File: src/alu_pkg.sv
/*
 * shared constants and enumerations for the subtract, swap and skip datapath.
 * assumes the decoder encodes operations as op_e and that bytes are 8 bits wide.
 */
package alu_pkg;
  localparam int unsigned BYTE_W = 8;
  localparam int unsigned NIB_W = 4;
  localparam int unsigned BIT_SEL_W = 3;
  localparam logic [BYTE_W-1:0] BYTE_RST = 8'h00;
  localparam logic FLAG_RST = 1'b0;
  // cycles a taken skip occupies, dummy cycle included
  localparam int unsigned SKIP_CYCLES = 2;

  typedef enum logic [2:0] {
    OP_SKIP_BIT = 3'b000,
    OP_SUB_ACC = 3'b001,
    OP_SUB_MEM = 3'b010,
    OP_SUB_IMM = 3'b011,
    OP_NIB_SWAP = 3'b100
  } op_e;

  typedef enum logic {
    ST_IDLE = 1'b0,
    ST_DUMMY = 1'b1
  } state_e;
endpackage : alu_pkg

File: src/sub_flags_unit.sv
/*
 * combinational byte subtractor with status flag generation.
 * assumes its caller registers the results; no clock here.
 */
`timescale 1ns/10ps
module sub_flags_unit
  import alu_pkg::*;
(
  input wire logic [BYTE_W-1:0] minuend_i,
  input wire logic [BYTE_W-1:0] subtrahend_i,
  output logic [BYTE_W-1:0] diff_o,
  output logic carry_o,
  output logic half_o,
  output logic ov_o,
  output logic zero_o
);
  logic [BYTE_W:0] wide;

  always_comb begin
    wide = {1'b0, minuend_i} - {1'b0, subtrahend_i};
    diff_o = wide[BYTE_W-1:0];
    carry_o = ~wide[BYTE_W];
    half_o = (minuend_i[NIB_W-1:0] >= subtrahend_i[NIB_W-1:0]);
    ov_o = (minuend_i[BYTE_W-1] ^ subtrahend_i[BYTE_W-1]) &
           (minuend_i[BYTE_W-1] ^ wide[BYTE_W-1]);
    zero_o = (wide[BYTE_W-1:0] == BYTE_RST);
  end
endmodule : sub_flags_unit

File: src/subtract_swap_skip_alu.sv
/*
 * execution datapath for bit-test skip, three subtract forms and nibble swap.
 * assumes the sequencer supplies work_register and the addressed memory byte in the
 * request cycle and applies the registered write strobes one cycle later.
 */
`timescale 1ns/10ps
// Notes on behaviour
// - skip op tests selected memory bit; a one suppresses the next instruction.
// - a taken skip adds a dummy cycle, two cycles in total.
// - bit zero continues normally; skip op never touches status flags.
// - memory subtract into work_register: work_register minus memory byte.
// - every subtract sets carry as not-borrow and updates all four flags.
// - minus_to_memory writes the difference to memory, work_register kept.
// - immediate subtract: work_register minus instruction constant into work_register.
// - nibble_exchange swaps the two nibbles of the memory byte in place.
// - nibble_exchange changes no flag and leaves work_register alone.
module subtract_swap_skip_alu
  import alu_pkg::*;
(
  input wire logic mclk_i,
  input wire logic nrst_i,
  input wire logic ce_i,
  input wire logic start_i,
  input wire logic [2:0] op_i,
  input wire logic [BIT_SEL_W-1:0] bit_sel_i,
  input wire logic [BYTE_W-1:0] acc_i,
  input wire logic [BYTE_W-1:0] mem_i,
  input wire logic [BYTE_W-1:0] imm_i,
  output logic busy_o,
  output logic done_o,
  output logic skip_o,
  output logic acc_we_o,
  output logic [BYTE_W-1:0] acc_data_o,
  output logic mem_we_o,
  output logic [BYTE_W-1:0] mem_data_o,
  output logic flags_we_o,
  output logic carry_o,
  output logic zero_o,
  output logic ov_o,
  output logic half_o
);
  state_e state, next_state;
  logic next_busy, next_done, next_skip, next_acc_we, next_mem_we, next_flags_we;
  logic [BYTE_W-1:0] next_acc_data, next_mem_data;
  logic next_carry, next_zero, next_ov, next_half;
  logic [BYTE_W-1:0] operand_b, diff;
  logic u_carry, u_half, u_ov, u_zero;
  logic take;

  assign take = start_i && (state == ST_IDLE);
  assign operand_b = (op_e'(op_i) == OP_SUB_IMM) ? imm_i : mem_i;

  sub_flags_unit u_sub (
    .minuend_i(acc_i),
    .subtrahend_i(operand_b),
    .diff_o(diff),
    .carry_o(u_carry),
    .half_o(u_half),
    .ov_o(u_ov),
    .zero_o(u_zero)
  );

  always_comb begin
    next_state = state;
    next_busy = 1'b0;
    next_done = 1'b0;
    next_skip = 1'b0;
    next_acc_we = 1'b0;
    next_mem_we = 1'b0;
    next_flags_we = 1'b0;
    next_acc_data = acc_data_o;
    next_mem_data = mem_data_o;
    next_carry = carry_o;
    next_zero = zero_o;
    next_ov = ov_o;
    next_half = half_o;
    if (state == ST_DUMMY) begin
      next_state = ST_IDLE;
      next_done = 1'b1;
    end else if (take) begin
      next_done = 1'b1;
      unique case (op_e'(op_i))
        OP_SKIP_BIT: begin
          if (mem_i[bit_sel_i]) begin
            next_state = ST_DUMMY;
            next_busy = 1'b1;
            next_skip = 1'b1;
            next_done = 1'b0;
          end
        end
        OP_SUB_ACC, OP_SUB_IMM: begin
          next_acc_we = 1'b1;
          next_acc_data = diff;
        end
        OP_SUB_MEM: begin
          next_mem_we = 1'b1;
          next_mem_data = diff;
        end
        OP_NIB_SWAP: begin
          next_mem_we = 1'b1;
          next_mem_data = {mem_i[NIB_W-1:0], mem_i[BYTE_W-1:NIB_W]};
        end
        default: begin
        end
      endcase
      if (op_e'(op_i) inside {OP_SUB_ACC, OP_SUB_MEM, OP_SUB_IMM}) begin
        next_flags_we = 1'b1;
        next_carry = u_carry;
        next_zero = u_zero;
        next_ov = u_ov;
        next_half = u_half;
      end
    end
  end

  always_ff @(posedge mclk_i or negedge nrst_i) begin
    if (!nrst_i) begin
      state <= ST_IDLE;
      busy_o <= 1'b0;
      done_o <= 1'b0;
      skip_o <= 1'b0;
      acc_we_o <= 1'b0;
      mem_we_o <= 1'b0;
      flags_we_o <= 1'b0;
      acc_data_o <= BYTE_RST;
      mem_data_o <= BYTE_RST;
      carry_o <= FLAG_RST;
      zero_o <= FLAG_RST;
      ov_o <= FLAG_RST;
      half_o <= FLAG_RST;
    end else if (ce_i) begin
      state <= next_state;
      busy_o <= next_busy;
      done_o <= next_done;
      skip_o <= next_skip;
      acc_we_o <= next_acc_we;
      mem_we_o <= next_mem_we;
      flags_we_o <= next_flags_we;
      acc_data_o <= next_acc_data;
      mem_data_o <= next_mem_data;
      carry_o <= next_carry;
      zero_o <= next_zero;
      ov_o <= next_ov;
      half_o <= next_half;
    end
  end

  logic req_ok;
  assign req_ok = ce_i && take;

  // sign-extended difference, wraps when the two top bits differ
  logic signed [BYTE_W:0] sdiff;
  assign sdiff = $signed({acc_i[BYTE_W-1], acc_i}) - $signed({operand_b[BYTE_W-1], operand_b});
endmodule : subtract_swap_skip_alu

File: config.mk
export PLATFORM = sky130hd
export DESIGN_NAME = subtract_swap_skip_alu
export DESIGN_NICKNAME = d
export VERILOG_FILES = /design/src/alu_pkg.sv /design/src/sub_flags_unit.sv /design/src/subtract_swap_skip_alu.sv
export SDC_FILE = /design/constraint.sdc
export NUM_CORES = 1
export LEC_CHECK = 0
export ABC_AREA = 0
export BUFFER_PORTS_ARGS = -buffer_cell sky130_fd_sc_hd__buf_2
export CORE_MARGIN = 2
export CORE_UTILIZATION = 35
export DETAILED_ROUTE_END_ITERATION = 6
export PLACE_DENSITY = 0.63
export SLEW_MARGIN = 20
export SYNTH_ARGS = -nofsm -noshare
export SYNTH_HDL_FRONTEND = slang
export SYNTH_SLANG_ARGS = --single-unit
File: constraint.sdc
create_clock -name mclk_i -period 2.5 [get_ports mclk_i]
set_input_delay 0.25 -clock mclk_i [delete_from_list [all_inputs] [get_ports mclk_i]]
set_output_delay 0.25 -clock mclk_i [all_outputs]
set_load 0.1 [all_outputs]
==> results of run 1 <==
## stage by stage
stage / instance area, um2 / worst slack, ps / hold slack [ps]
after detailed placement: 2090 / -140 / 294
after global placement: 2090 / -109 / 285
after global routing: 2170 / 2.10 / 260
after floorplan: 1650 / -63.1 / -45.6
after CTS: 2150 / 136 / 246
final: 2170 / 96.9 / 248
## layout make-up
type,count,area (um2)
Fill cell,449,2270
Multi-Input combinational cell,130,968
Sequential cell,25,626
Timing Repair Buffer,76,425
Tap cell,52,65.1
Clock buffer,3,41.3
Inverter,10,37.5
Clock inverter,1,7.51
## layer usage
metal	up-vias	share of wire (%)	GRT usage, %
li1	775	-	-
met1	705	48	23.6
met2	52	45	27.7
met3	8	5.5	3.06
met4	0	1.4	4.12
met5	-	0	0
## worst register-to-register path, cell delays in order, from the launching register on
cell and delay [ps]:
dfrtp_1 410, inv_1 90, nand3_2 100, or3_1 400
or4_4 500, o41ai_2 210
## Yosys cell counts (3+ instances only)
cell type / instances / area share (%)
nand2_1: 19 / 4.3
a21o_1: 6 / 2.7
clkbuf_1: 4 / 0.91
o21ai_0: 17 / 5.2
mux2_2: 8 / 5.5
inv_1: 10 / 2.3
o21a_1: 3 / 1.4
dfrtp_1: 25 / 38
a21oi_1: 10 / 3.0
nor2_1: 9 / 2.1
ha_1: 8 / 6.1
nor2b_1: 3 / 1.1
nor3_1: 3 / 0.91
mux2i_1: 9 / 5.5
or3_1: 3 / 1.1
## worst max-delay path by stage
stage | from | end | cells past startpoint
floorplan | op_i[2] | zero_o | 10
global placement | op_i[2] | zero_o | 10
detailed placement | op_i[2] | zero_o | 10
CTS | op_i[2] | zero_o | 10
global route | op_i[2] | zero_o | 10
finish | op_i[2] | zero_o | 10
## kinds of logic (layout without fill, tap and decap cells)
family | count (synthesis) | in the layout | synth area share (%)
and+or+nand+nor | 49 | 49 | 14.9
xor gates and xnor gates | 2 | 2 | 1.07
buffers and inverters | 17 | 90 | 4.57
muxes | 19 | 19 | 13.7
DFF | 25 | 25 | 38.1
adders and majority gates | 9 | 9 | 7.32
AOI/OAI and AO/OA | 51 | 51 | 20.3
## repair_timing
action,4_1_cts,5_1_grt
resized for setup,0,5
endpoints found under the hold margin,25,0
endpoints found under the setup margin,0,5
hold buffers,1,0
## power by group
group / internal [mW] / switching, mW
Clock: 0.113 / 0.135
Sequential: 0.505 / 0.0483
Combinational: 0.263 / 1.00
## registers in the layout, indices dropped and copies added, names as in the netlist
| register | cells |
|---|---|
| acc_data_o | 8 |
| mem_data_o | 8 |
| state | 1 |
| flags_we_o | 1 |
| done_o | 1 |
| half_o | 1 |
| acc_we_o | 1 |
| ov_o | 1 |
| carry_o | 1 |
| zero_o | 1 |
| mem_we_o | 1 |
==> impl_metrics.env, run 1 <==
export IMPL_status="complete, no violations"
export IMPL_fmax_ghz=0.416
export IMPL_report_final_slew_viol_count=0
export IMPL_critical_path_class="primary input to flop"
export IMPL_layout_drive_gt1_share_pct=41.2
export IMPL_reg2reg_to="zero_o"
export IMPL_slew_headroom_pct=61.3
export IMPL_root_buffer="clkbuf_8"
export IMPL_hold_depth=2
export IMPL_netlist_area_um2=1640
export IMPL_die_y_um=72.5
export IMPL_clock_skew_ps=2.51
export IMPL_insertedDiodeCount=0
export IMPL_h_tree_depth=1
export IMPL_port_buffers=59
export IMPL_critPathCaptureType="flop"
export IMPL_grt_ovfl_total=0
export IMPL_stdcell_count=297
export IMPL_drv_cap=0
export IMPL_power_density_nw_per_um2=952
export IMPL_hold_viol_final=0
export IMPL_path_cells="buf_2 > nand3b_1 > mux2_2 > ha_1 > fa_2 > nor2b_2 > o31a_1 > a21oi_1 > or4_4 > o41ai_2"
export IMPL_hold_class="primary input to flop"
export IMPL_utilization_pct=48.8
export IMPL_wl_per_cell_um=15.0
export IMPL_syn_num_nets=215
export IMPL_min_period_over_period_pct=96.1
export IMPL_reg2reg_from="state"
export IMPL_ys_ff_latch=25
export IMPL_die_x_um=72.5
export IMPL_rows=24
export IMPL_crit_family="simple AND/OR/NAND/NOR gates"
export IMPL_cts_setup_buffers=0
export IMPL_fin_nets=289
export IMPL_slowest_stage="or4_4"
export IMPL_hold_path_end="done_o"
export IMPL_synthArstFlopShare_pct=100
export IMPL_cp_arrival_ps=2570
export IMPL_vdd_drop_max_mv=0.408
export IMPL_period_minus_slack_ps=2400
export IMPL_drc_errors=0
export IMPL_dp_final_hpwl_um=3590
export IMPL_track_usage_pct=17.0
export IMPL_place_inst=292
export IMPL_synth_cells=172
export IMPL_leakage_nw=1.14
export IMPL_fin_setup_tns_ps=0
export IMPL_crit_path_start_kind="primary input"
export IMPL_cp_max_fo=3
export IMPL_vias=1540
export IMPL_synth_flop_cell="dfrtp_1"
export IMPL_cp_data_required_time_ps=2670
export IMPL_cts_tree="built"
export IMPL_rsz0062_at_grt="false"
export IMPL_yosysSeqAreaShare_pct=38.1
export IMPL_first_iter_violations=84
export IMPL_reg2reg_slack_ps=690
export IMPL_dieArea_um2=5250
export IMPL_routabilityCongestion=0.824
export IMPL_ff2ff_path_depth=5
export IMPL_mostFrequentLayoutCell="buf_2"
export IMPL_numCtsBuffers=3
export IMPL_path_buf_inv=1
export IMPL_boundaryPins=60
export IMPL_cts_buffer_depth=2
export IMPL_synth_edff_count=0
export IMPL_area_growth_pct=32.2
export IMPL_clk_latency_ps=270
export IMPL_grt_max_degree=26
export IMPL_final_cell_mix="buf_2 (59), dfrtp_1 (25), nand2_1 (19)"
export IMPL_avgSynthCellArea_um2=9.54
export IMPL_clock_sinks=25
export IMPL_ys_types=44
export IMPL_core_area_um2=4440
export IMPL_path_clk_slew_ps=90
export IMPL_ant_nets=0
export IMPL_grt_pass1_vias=1455
export IMPL_max_stage_delay_ps=540
export IMPL_firstDrtPassIters=4
export IMPL_setup_viol=0
export IMPL_total_power_mw=2.07
export IMPL_viasPerCell=5.19
export IMPL_wl_um=4460
export IMPL_grt_pass1_wl_um=6890
export IMPL_antenna_found_initial=0
export IMPL_start_util_pct=36.9
export IMPL_worst_pin_slew_ps=581
export IMPL_ys_warn_count=0
export IMPL_min_from="ce_i"
No activity file was read; power rests on OpenSTA's default activity.
==> run 2, diff against run 1 <==
PLACE_DENSITY = unset   (was 0.63)
==> impl_metrics.env, run 2 (synthesis gave the netlist of run 1 again) <==
export IMPL_clock_sinks=25
export IMPL_antenna_found_initial=0
export IMPL_track_usage_pct=18.5
export IMPL_cts_tree="built"
export IMPL_grt_pass1_vias=1590
export IMPL_dp_final_hpwl_um=3740
export IMPL_max_stage_delay_ps=550
export IMPL_h_tree_depth=1
export IMPL_fin_setup_tns_ps=0
export IMPL_grt_pass1_wl_um=7530
export IMPL_status="complete, no violations"
export IMPL_fmax_ghz=0.413
export IMPL_insertedDiodeCount=0
export IMPL_report_final_slew_viol_count=0
export IMPL_utilization_pct=49.4
export IMPL_wl_per_cell_um=15.1
export IMPL_reg_top3="acc_data_o: 8 flops, mem_data_o: 8 flops"
export IMPL_start_util_pct=36.9
export IMPL_slew_headroom_pct=60.5
export IMPL_leakage_nw=1.16
export IMPL_grt_max_degree=26
export IMPL_mostFrequentLayoutCell="buf_2"
export IMPL_core_area_um2=4440
export IMPL_power_density_nw_per_um2=949
export IMPL_first_iter_violations=55
export IMPL_hold_class="primary input to flop"
export IMPL_clk_latency_ps=280
export IMPL_die_y_um=72.5
export IMPL_layout_drive_gt1_share_pct=41.0
export IMPL_numCtsBuffers=3
export IMPL_drc_errors=0
export IMPL_path_buf_inv=1
export IMPL_clock_skew_ps=6.94
export IMPL_dieArea_um2=5250
export IMPL_cp_max_fo=3
export IMPL_ant_nets=0
export IMPL_grt_ovfl_total=0
export IMPL_period_minus_slack_ps=2420
export IMPL_setup_viol=0
export IMPL_place_inst=296
export IMPL_fin_nets=295
export IMPL_crit_path_start_kind="primary input"
export IMPL_final_cell_mix="buf_2 (59), dfrtp_1 (25), buf_4 (22)"
export IMPL_critical_path_class="primary input to flop"
export IMPL_cp_data_required_time_ps=2680
export IMPL_vias=1553
export IMPL_critPathCaptureType="flop"
export IMPL_wl_um=4590
export IMPL_vdd_drop_max_mv=0.522
export IMPL_port_buffers=59
export IMPL_cts_buffer_depth=2
export IMPL_stdcell_count=303
export IMPL_path_cells="buf_2 > nand3b_1 > mux2_2 > ha_1 > fa_2 > nor2b_2 > o31a_1 > a21oi_1 > or4_4 > o41ai_2"
export IMPL_routabilityCongestion=0.840
export IMPL_dpl_cell_area_um2=2120
export IMPL_root_buffer="clkbuf_8"
export IMPL_min_period_over_period_pct=96.9
export IMPL_fin_area_um2=2190
export IMPL_cp_arrival_ps=2600
export IMPL_firstDrtPassIters=4
export IMPL_path_clk_slew_ps=100
export IMPL_rows=24
export IMPL_slowest_stage="or4_4"
export IMPL_die_x_um=72.5
export IMPL_crit_family="simple AND/OR/NAND/NOR gates"
export IMPL_area_growth_pct=33.6
export IMPL_worst_pin_slew_ps=592
export IMPL_drv_cap=0
export IMPL_hold_viol_final=0
export IMPL_viasPerCell=5.13
export IMPL_boundaryPins=60
## run 2: repair_timing
action | 4_1_cts | 5_1_grt
hold buffers | 1 | 0
gates resized for setup | 0 | 1
setup buffers | 0 | 2
hold endpoints to repair | 25 | 0
endpoints found under the setup margin | 0 | 4
## run 2: power by group
part	switching (mW)	total [mW]	internal, mW
logic	1.00	1.27	0.268
clock network	0.146	0.260	0.113
registers	0.0479	0.553	0.505
total	1.20	2.08	0.887
## run 2: metal layers
metal  track usage [%]  share of wire (%)  routed length [um]  vias up
met5                 0                  0                   0        -
met4              3.29               0.94                  43        0
met3              2.92                5.2                 237        4
met2              31.5                 46                2110       52
met1              25.2                 48                2200      713
li1                  -                  -                   -      784
## run 2: layout make-up
type | instances | area (um2)
fill | 467 | 2250
multi-input combinational | 130 | 946
sequential | 25 | 626
timing repair buffer | 82 | 470
tap | 52 | 65.1
clock buffer | 3 | 41.3
inverter | 10 | 37.5
clock inverter | 1 | 7.51
## run 2: path summary, 6_finish.rpt
kind | from | to | slack, ps | cells after the start
min | ce_i | done_o | 230 | 2
min reg2reg | ov_o | ov_o | 480 | 2
max in group asynchronous | nrst_i | mem_data_o[7] | 1610 | 2
max reg2reg | state | zero_o | 700 | 5
min in group asynchronous | nrst_i | done_o | 500 | 2
max | op_i[2] | zero_o | 80 | 10
## run 2: through the flow
step | setup slack (ps) | hold WS [ps] | power, mW
CTS | 58.4 | 232 | 2.09
global placement | -190 | 279 | 1.82
global route | -30.7 | 241 | 2.18
floorplan | -63.1 | -45.6 | 1.56
finish | 78.6 | 231 | 2.08
detailed placement | -222 | 291 | 1.83
